[src/include/ioexp_pkg.sv]
// Constants and types shared by the eight-bit output expander
`default_nettype none
package ioexp_pkg;
    // ********************************************************
    // Bus addressing and command values
    // ********************************************************
    localparam logic [6:0] DEV_ADDR   = 7'h4A;   // Own 7-bit target address
    localparam logic [7:0] GC_ADDR    = 8'h00;   // General call with write bit
    localparam logic [7:0] SWRST_BYTE = 8'h06;   // Software reset command byte
    localparam logic [7:0] LATCH_RST  = 8'hFF;   // All port lines high
    localparam logic [3:0] CNT_BYTE   = 4'h8;    // Bits in one byte

    // ********************************************************
    // Timing
    // ********************************************************
    localparam int CLK_NS   = 100;               // Period of clk_sys
    localparam int SPIKE_NS = 50;                // Widest spike to reject
    // Longest time, rounded down, never below one cycle
    localparam int FILT_CYC = (SPIKE_NS / CLK_NS < 1) ? 1 : SPIKE_NS / CLK_NS;
    localparam logic [1:0] FILT_CNT = 2'(FILT_CYC);

    // ********************************************************
    // Types
    // ********************************************************
    typedef struct packed {
        logic scl;                               // Serial clock level
        logic sda;                               // Serial data level
    } ioexp_bus_s;

    typedef enum logic [3:0] {
        ST_IDLE  = 4'h0,                         // Waiting for a start
        ST_ADDR  = 4'h1,                         // Shifting the address byte
        ST_AACK  = 4'h2,                         // Acknowledging the address
        ST_WDATA = 4'h3,                         // Shifting a write byte
        ST_WACK  = 4'h4,                         // Acknowledging a write byte
        ST_RDATA = 4'h5,                         // Sending a read byte
        ST_RACK  = 4'h6,                         // Master acknowledge slot
        ST_RNEXT = 4'h7,                         // Master acked, reload next
        ST_GDATA = 4'h8,                         // Shifting a general call byte
        ST_GACK  = 4'h9,                         // Acknowledging reset command
        ST_GHOLD = 4'hA                          // Reset armed, waiting for stop
    } ioexp_state_e;
endpackage : ioexp_pkg
`default_nettype wire

[src/rtl/ioexp_top.sv]
// Two-wire bus target driving eight latched push-pull port lines
// Summary of operation
// - Eight independent output-only port lines
// - Lines drive high after power-up
// - Latch bit one high, zero low
// - Write address with bit zero acknowledged
// - Each written data byte acknowledged
// - New value reaches lines after acknowledge
// - Unlimited write bytes, each replaces latch
// - Read address with bit one returns data
// - Read bytes return sampled pin levels
// - Unlimited read bytes, resampled each acknowledge
// - Power-on reset holds whole device
// - Reset release loads all defaults
// - Reject spikes under 50 ns
// - Respond to target address 4Ah
// - General call plus 06h is acknowledged
// - Other or extra general call bytes refused
// - Reset only on stop, restart cancels
`default_nettype none
module ioexp_top
    import ioexp_pkg::*;
(
    input  wire logic       clk_sys,     // System clock, 10 MHz
    input  wire logic       rst_n,       // Power-on reset, active low
    input  wire logic       scl_in,      // Serial clock pin level
    input  wire logic       sda_in,      // Serial data pin level
    output logic            sda_out,     // Serial data drive value
    output logic            sda_oe,      // Serial data pull-low enable
    output logic [7:0]      port_out,    // Port line drive levels
    input  wire logic [7:0] port_pin_in  // Port line levels at the pins
);
    // ********************************************************
    // Input synchronisers and spike filter
    // ********************************************************
    ioexp_bus_s  s1_r, s2_r;             // Two-stage synchroniser
    ioexp_bus_s  filt_r, filt_nxt;       // Filtered bus levels
    ioexp_bus_s  fp_r;                   // Filtered levels one cycle ago
    logic [1:0]  fc_scl_r, fc_scl_nxt;   // Clock spike counter
    logic [1:0]  fc_sda_r, fc_sda_nxt;   // Data spike counter
    logic [7:0]  p1_r, p2_r;             // Pin level synchroniser

    // Accept a new level only after it has stood longer than a spike
    function automatic logic [2:0] filt_step(input logic raw, input logic cur,
                                             input logic [1:0] cnt);
        if (raw == cur) begin
            filt_step = {cur, 2'h0};
        end else if (cnt == FILT_CNT) begin
            filt_step = {raw, 2'h0};
        end else begin
            filt_step = {cur, 2'(cnt + 2'h1)};
        end
    endfunction : filt_step

    // Next filtered levels
    always_comb begin
        {filt_nxt.scl, fc_scl_nxt} = filt_step(s2_r.scl, filt_r.scl, fc_scl_r);
        {filt_nxt.sda, fc_sda_nxt} = filt_step(s2_r.sda, filt_r.sda, fc_sda_r);
    end

    // Synchroniser and filter registers; idle bus reads high
    always_ff @(posedge clk_sys or negedge rst_n) begin
        if (!rst_n) begin
            s1_r     <= '1;
            s2_r     <= '1;
            filt_r   <= '1;
            fp_r     <= '1;
            fc_scl_r <= 2'h0;
            fc_sda_r <= 2'h0;
            p1_r     <= 8'h00;
            p2_r     <= 8'h00;
        end else begin
            s1_r     <= '{scl: scl_in, sda: sda_in};
            s2_r     <= s1_r;
            filt_r   <= filt_nxt;
            fp_r     <= filt_r;
            fc_scl_r <= fc_scl_nxt;
            fc_sda_r <= fc_sda_nxt;
            p1_r     <= port_pin_in;
            p2_r     <= p1_r;
        end
    end

    // ********************************************************
    // Bus conditions
    // ********************************************************
    logic scl_rise;                      // Clock rising edge
    logic scl_fall;                      // Clock falling edge
    logic bus_start;                     // Data falls, clock high
    logic bus_stop;                      // Data rises, clock high
    assign scl_rise  = filt_r.scl & ~fp_r.scl;
    assign scl_fall  = ~filt_r.scl & fp_r.scl;
    assign bus_start = filt_r.scl & fp_r.scl & fp_r.sda & ~filt_r.sda;
    assign bus_stop  = filt_r.scl & fp_r.scl & ~fp_r.sda & filt_r.sda;

    // ********************************************************
    // Protocol state machine and output latch
    // ********************************************************
    ioexp_state_e st_r, st_nxt;          // Protocol state
    logic [3:0]   cnt_r, cnt_nxt;        // Bit counter
    logic [7:0]   sh_r, sh_nxt;          // Shift register
    logic [7:0]   latch_r, latch_nxt;    // Output latch
    logic         oe_r, oe_nxt;          // Data pull-low request
    logic         swrst;                 // Software reset this cycle

    // Next protocol state; start and stop outrank every clock edge
    always_comb begin
        st_nxt    = st_r;
        cnt_nxt   = cnt_r;
        sh_nxt    = sh_r;
        latch_nxt = latch_r;
        oe_nxt    = oe_r;
        swrst     = 1'b0;
        if (bus_start) begin
            // Repeated start abandons an armed reset
            st_nxt  = ST_ADDR;
            cnt_nxt = 4'h0;
            oe_nxt  = 1'b0;
        end else if (bus_stop) begin
            st_nxt  = ST_IDLE;
            oe_nxt  = 1'b0;
            swrst   = (st_r == ST_GHOLD);
        end else begin
            unique case (st_r)
                ST_IDLE: begin
                    // Nothing addressed to us, keep data released
                    oe_nxt = 1'b0;
                end
                ST_GHOLD: begin
                    // A further byte gets no acknowledge and disarms the reset;
                    // a clock fall here can only come from such a byte
                    oe_nxt = 1'b0;
                    if (scl_fall) begin
                        st_nxt = ST_IDLE;
                    end
                end
                ST_ADDR, ST_WDATA, ST_GDATA: begin
                    if (scl_rise) begin
                        // First bit in ends up as bit seven
                        sh_nxt  = {sh_r[6:0], filt_r.sda};
                        cnt_nxt = 4'(cnt_r + 4'h1);
                    end else if (scl_fall && cnt_r == CNT_BYTE) begin
                        cnt_nxt = 4'h0;
                        st_nxt  = ST_IDLE;
                        if (st_r == ST_ADDR &&
                            (sh_r[7:1] == DEV_ADDR || sh_r == GC_ADDR)) begin
                            st_nxt = ST_AACK;
                            oe_nxt = 1'b1;
                        end else if (st_r == ST_WDATA) begin
                            st_nxt = ST_WACK;
                            oe_nxt = 1'b1;
                        end else if (st_r == ST_GDATA && sh_r == SWRST_BYTE) begin
                            st_nxt = ST_GACK;
                            oe_nxt = 1'b1;
                        end
                    end
                end
                ST_AACK: begin
                    if (scl_fall) begin
                        oe_nxt = 1'b0;
                        if (sh_r == GC_ADDR) begin
                            st_nxt = ST_GDATA;
                        end else if (sh_r[0]) begin
                            // Read returns the pins, not the latch
                            sh_nxt  = p2_r;
                            oe_nxt  = ~p2_r[7];
                            cnt_nxt = 4'h1;
                            st_nxt  = ST_RDATA;
                        end else begin
                            st_nxt = ST_WDATA;
                        end
                    end
                end
                ST_WACK: begin
                    // Lines change only once the acknowledge is over
                    if (scl_fall) begin
                        oe_nxt    = 1'b0;
                        latch_nxt = sh_r;
                        st_nxt    = ST_WDATA;
                    end
                end
                ST_RDATA: begin
                    if (scl_fall) begin
                        if (cnt_r == CNT_BYTE) begin
                            oe_nxt = 1'b0;
                            st_nxt = ST_RACK;
                        end else begin
                            sh_nxt  = {sh_r[6:0], 1'b0};
                            oe_nxt  = ~sh_r[6];
                            cnt_nxt = 4'(cnt_r + 4'h1);
                        end
                    end
                end
                ST_RACK: begin
                    // Master not acknowledging ends the read
                    if (scl_rise) begin
                        st_nxt = filt_r.sda ? ST_IDLE : ST_RNEXT;
                    end
                end
                ST_RNEXT: begin
                    // Fresh pin sample for every further byte
                    if (scl_fall) begin
                        sh_nxt  = p2_r;
                        oe_nxt  = ~p2_r[7];
                        cnt_nxt = 4'h1;
                        st_nxt  = ST_RDATA;
                    end
                end
                ST_GACK: begin
                    if (scl_fall) begin
                        oe_nxt = 1'b0;
                        st_nxt = ST_GHOLD;
                    end
                end
                default: begin
                    st_nxt = ST_IDLE;
                    oe_nxt = 1'b0;
                end
            endcase
        end
        if (swrst) begin
            latch_nxt = LATCH_RST;
        end
    end

    // Protocol registers; power-on reset loads every default
    always_ff @(posedge clk_sys or negedge rst_n) begin
        if (!rst_n) begin
            st_r     <= ST_IDLE;
            cnt_r    <= 4'h0;
            sh_r     <= 8'h00;
            latch_r  <= LATCH_RST;
            oe_r     <= 1'b0;
            sda_out  <= 1'b0;
            sda_oe   <= 1'b0;
            port_out <= LATCH_RST;
        end else begin
            st_r     <= st_nxt;
            cnt_r    <= cnt_nxt;
            sh_r     <= sh_nxt;
            latch_r  <= latch_nxt;
            oe_r     <= oe_nxt;
            // Open drain: only ever pulls low
            sda_out  <= 1'b0;
            sda_oe   <= oe_nxt;
            // Each line simply follows its latch bit
            port_out <= latch_nxt;
        end
    end
endmodule : ioexp_top
`default_nettype wire

[config.mk]
export PLATFORM = sky130hd
export DESIGN_NAME = ioexp_top
export DESIGN_NICKNAME = d
export VERILOG_FILES = /design/src/include/ioexp_pkg.sv /design/src/rtl/ioexp_top.sv
export SDC_FILE = /design/constraint.sdc
export NUM_CORES = 1
export LEC_CHECK = 0
export ABC_CLOCK_PERIOD_IN_PS = 2120
export BUFFER_PORTS_ARGS = -buffer_cell sky130_fd_sc_hd__buf_2
export CAP_MARGIN = 20
export CELL_PAD_IN_SITES_DETAIL_PLACEMENT = 1
export CELL_PAD_IN_SITES_GLOBAL_PLACEMENT = 2
export CORE_UTILIZATION = 35
export DETAILED_ROUTE_END_ITERATION = 6
export PLACE_DENSITY = 0.81
export SKIP_LAST_GASP = 1
export SLEW_MARGIN = 0
export SYNTH_ARGS = -nofsm -noshare
export SYNTH_HDL_FRONTEND = slang
export SYNTH_SLANG_ARGS = --single-unit
export TNS_END_PERCENT = 20
[constraint.sdc]
create_clock -name clk_sys -period 2.12 [get_ports clk_sys]
set_input_delay 0.212 -clock clk_sys [delete_from_list [all_inputs] [get_ports clk_sys]]
set_output_delay 0.212 -clock clk_sys [all_outputs]
set_load 0.01 [all_outputs]
==> out/qor.yml <==
cts:
  cts_buffer_depth: 2
  clock-sinks: 53
  cts_tree: "yes"
  clkSlewWorstSetupHoldPaths_ns: 0.10
  htree_levels: 2
  clock_latency_ns: 0.31
  clockRootBuffer: "clkbuf_8"
  cts_made_buffers: 5
critical_path:
  cp.required_ns: 2.34
  crit_path_start_kind: "flip-flop"
  critPathKind: "flip-flop to flip-flop"
  critPathArrivalTime_ns: 2.36
  crit_chain: "or4_4 -> a21oi_1 -> o21ai_0 -> a311oi_2 -> mux2i_1"
  end_kind: "flip-flop"
  max_stage_delay_ns: 0.57
  crit_fanout: 4
  slowest_stage: "or4_4"
placed_design:
  place_hpwl_mm: 5.19
  port_buffers: 20
  gp_congestion: 0.808
  dp_slack_ns: 0.00904
  dp_cells: 401
  placed_area_um2: 3180
die:
  die_w_um: 90.2
  die_area_um2: 8140
  die_h_um: 90.2
  num_rows: 31
  start_util: 0.368
  io_pins: 22
  core_um2: 7410
drt:
  wl_mm: 7.06
  wl_per_cell_um: 16.8
  num_vias: 2201
  postRouteAntennaNets: 0
  first_iter_violations: 108
  drc: 0
  via_per_inst: 5.23
  first_pass_iters: 4
sta:
  finClkSkew_ns: 0.0126
  hold_viol: 0
  relSlewSlack: 0.566
  tightestPinTransition_ns: 0.647
  slew_viol_final: 0
  fin_ws_ns: -0.0144
  fmax_mhz: 469
  rsz0062_at_grt: "true"
  final-setup-viol-count: 8
  finalCritPeriodShare: 1.01
  fin_crit_ns: 2.13
yosys:
  synthTopCellsByArea: "dfrtp_1 (34%), dfstp_2 (15%), mux2_4 (3.9%), mux2i_1 (3.7%), nor2_1 (2.6%)"
  synthMostInstantiatedCell: "dfrtp_1"
  synth-edff-count: 0
  syn_avg_cell_area_um2: 10.6
  synth_commonest_cells: "dfrtp_1 (37), nor2_1 (19), dfstp_2 (16), inv_1 (15), nand2_1 (12)"
  async_flop_share: 1.00
  ys_ff_latch: 53
  ys_seq_area_frac: 0.494
  ys.flop_type: "dfrtp_1"
  synthCells: 256
  syn_nets: 270
  syn_area_um2: 2730
  yosysWarnings: 0
  yosysTopAreaCell: "dfrtp_1"
  synth_top_area_share: 0.340
  yosysUniqueCellTypes: 63
power:
  pwr_density_cell_nw_per_um2: 1390
  leakage_nw: 1.49
  ir_worst_vdd_mv: 0.698
  fin_total_pwr_mw: 4.71
layout:
  design_area_um2: 3390
  diodes: 0
  area_growth_pct: 24.5
  stdcell_count: 421
  final_net_count: 335
  nFillCells: 858
  layout-drive-gt1-share: 0.329
  fin_util: 0.458
grt:
  grt_pass1_vias: 2329
  antenna_found_initial: 0
  grt_max_degree: 54
  grt_usage: 0.181
  overflow: 0
  grt_pass1_wl_mm: 11.6
outcome:
  violations: "setup timing"
  status: "finished with violations"
job:
  maxCapViolCount: 0
min_path:
  worstHoldPathType: "input port to asynchronous set/reset pin"
-- critical path, delay by kind of cell, from the launching register on --
family           cells  cell delay, ns
multiplexers         1            0.29
AO/OA/AOI/OAI        3            0.79
AND/OR/NAND/NOR      1            0.57
flip-flops           1            0.40
-- cell type report --
cell class / instances / area, um2 / share of cell area
Sequential cell: 53 / 1350 / 0.397
Multi-Input combinational cell: 176 / 1280 / 0.377
Timing Repair Buffer: 70 / 500 / 0.147
Tap cell: 99 / 124 / 0.0365
Clock buffer: 6 / 72.6 / 0.0214
Inverter: 15 / 56.3 / 0.0166
Clock inverter: 2 / 13.8 / 0.00406
-- metal layers --
| metal | up-vias | part of all wire | global-route usage | wire length (um) |
|---|---|---|---|---|
| met2 | 35 | 0.50 | 0.315 | 3560 |
| met5 | - | 0 | 0 | 0 |
| met4 | 0 | 0.011 | 0.0497 | 80 |
| met3 | 8 | 0.027 | 0.0330 | 192 |
| li1 | 1056 | - | - | - |
| met1 | 1102 | 0.46 | 0.231 | 3220 |
-- final timing paths --
path	slack (ns)	to	startpoint	depth (start not counted)
max	-0.01	oe_r$_DFFE_PN0P_	sh_r[0]$_DFFE_PN0P_	5
min	0.008	p2_r[6]$_DFF_PN0_	rst_n	2
max reg2reg	-0.01	oe_r$_DFFE_PN0P_	sh_r[0]$_DFFE_PN0P_	5
min reg2reg	0.36	p2_r[5]$_DFF_PN0_	p1_r[5]$_DFF_PN0_	0
max in group asynchronous	1.67	st_r[3]$_DFFE_PN0P_	rst_n	2
min in group clk_sys	0.36	p2_r[5]$_DFF_PN0_	p1_r[5]$_DFF_PN0_	0
-- cells in the final DEF (no fill, tap or decap), types with 4 or more instances in the layout --
| cell type | netlist | final |
|---|---|---|
| a21oi_1 | 10 | 10 |
| a22o_1 | 5 | 5 |
| a31oi_1 | 4 | 4 |
| buf_2 | 2 | 20 |
| buf_4 | 1 | 40 |
| clkbuf_8 | 0 | 5 |
| dfrtp_1 | 37 | 36 |
| dfstp_2 | 16 | 16 |
| dlygate4sd3_1 | 0 | 10 |
| inv_1 | 15 | 15 |
| mux2_4 | 7 | 7 |
| mux2i_1 | 10 | 10 |
| nand2_1 | 12 | 12 |
| nand2b_1 | 7 | 7 |
| nand3_1 | 5 | 5 |
| nand4_1 | 4 | 4 |
| nor2_1 | 19 | 19 |
| nor2b_1 | 11 | 11 |
| nor3_1 | 5 | 5 |
| o21ai_0 | 11 | 11 |
-- power breakdown --
part | total (mW) | switching (mW) | leakage (nW) | internal, mW
Clock | 0.577 | 0.341 | 0.0456 | 0.236
Combinational | 2.65 | 1.37 | 0.820 | 1.28
Sequential | 1.48 | 0.170 | 0.623 | 1.31
Total | 4.71 | 1.88 | 1.49 | 2.83
-- registers in the layout, summed over array words and instances, names as in the netlist, 4 cells and up --
name     count
cnt_r        4
p1_r         8
st_r         4
latch_r      8
sh_r         8
p2_r         8
-- cells by family (layout without fill, tap and decap cells) --
| kind of cell | count (synthesis) | in the layout | synth area share |
|---|---|---|---|
| DFF | 53 | 53 | 0.494 |
| AOI/OAI and AO/OA | 63 | 63 | 0.171 |
| adders and majority gates | 2 | 2 | 0.00918 |
| muxes | 22 | 22 | 0.0960 |
| and+or+nand+nor | 85 | 85 | 0.179 |
| buffers and inverters | 27 | 93 | 0.0395 |
| other | 1 | 1 | 0.00138 |
| xor gates and xnor gates | 3 | 3 | 0.00964 |
-- through the flow --
step	setup TNS, ns	hold slack (ns)
global placement	0	0.317
finish	-0.0497	0.00775
detailed placement	0	0.318
floorplan	0	-0.0836
CTS	-0.0164	0.000913
global route	-0.350	0.0655
-- repair_timing --
item / in CTS / in global routing
resized for setup: 2 / 1
setup endpoints to repair: 7 / 14
endpoints found under the hold margin: 8 / 2
hold buffers: 8 / 2
buffers inserted: 0 / 2
Power figures use the tool's default switching activity.
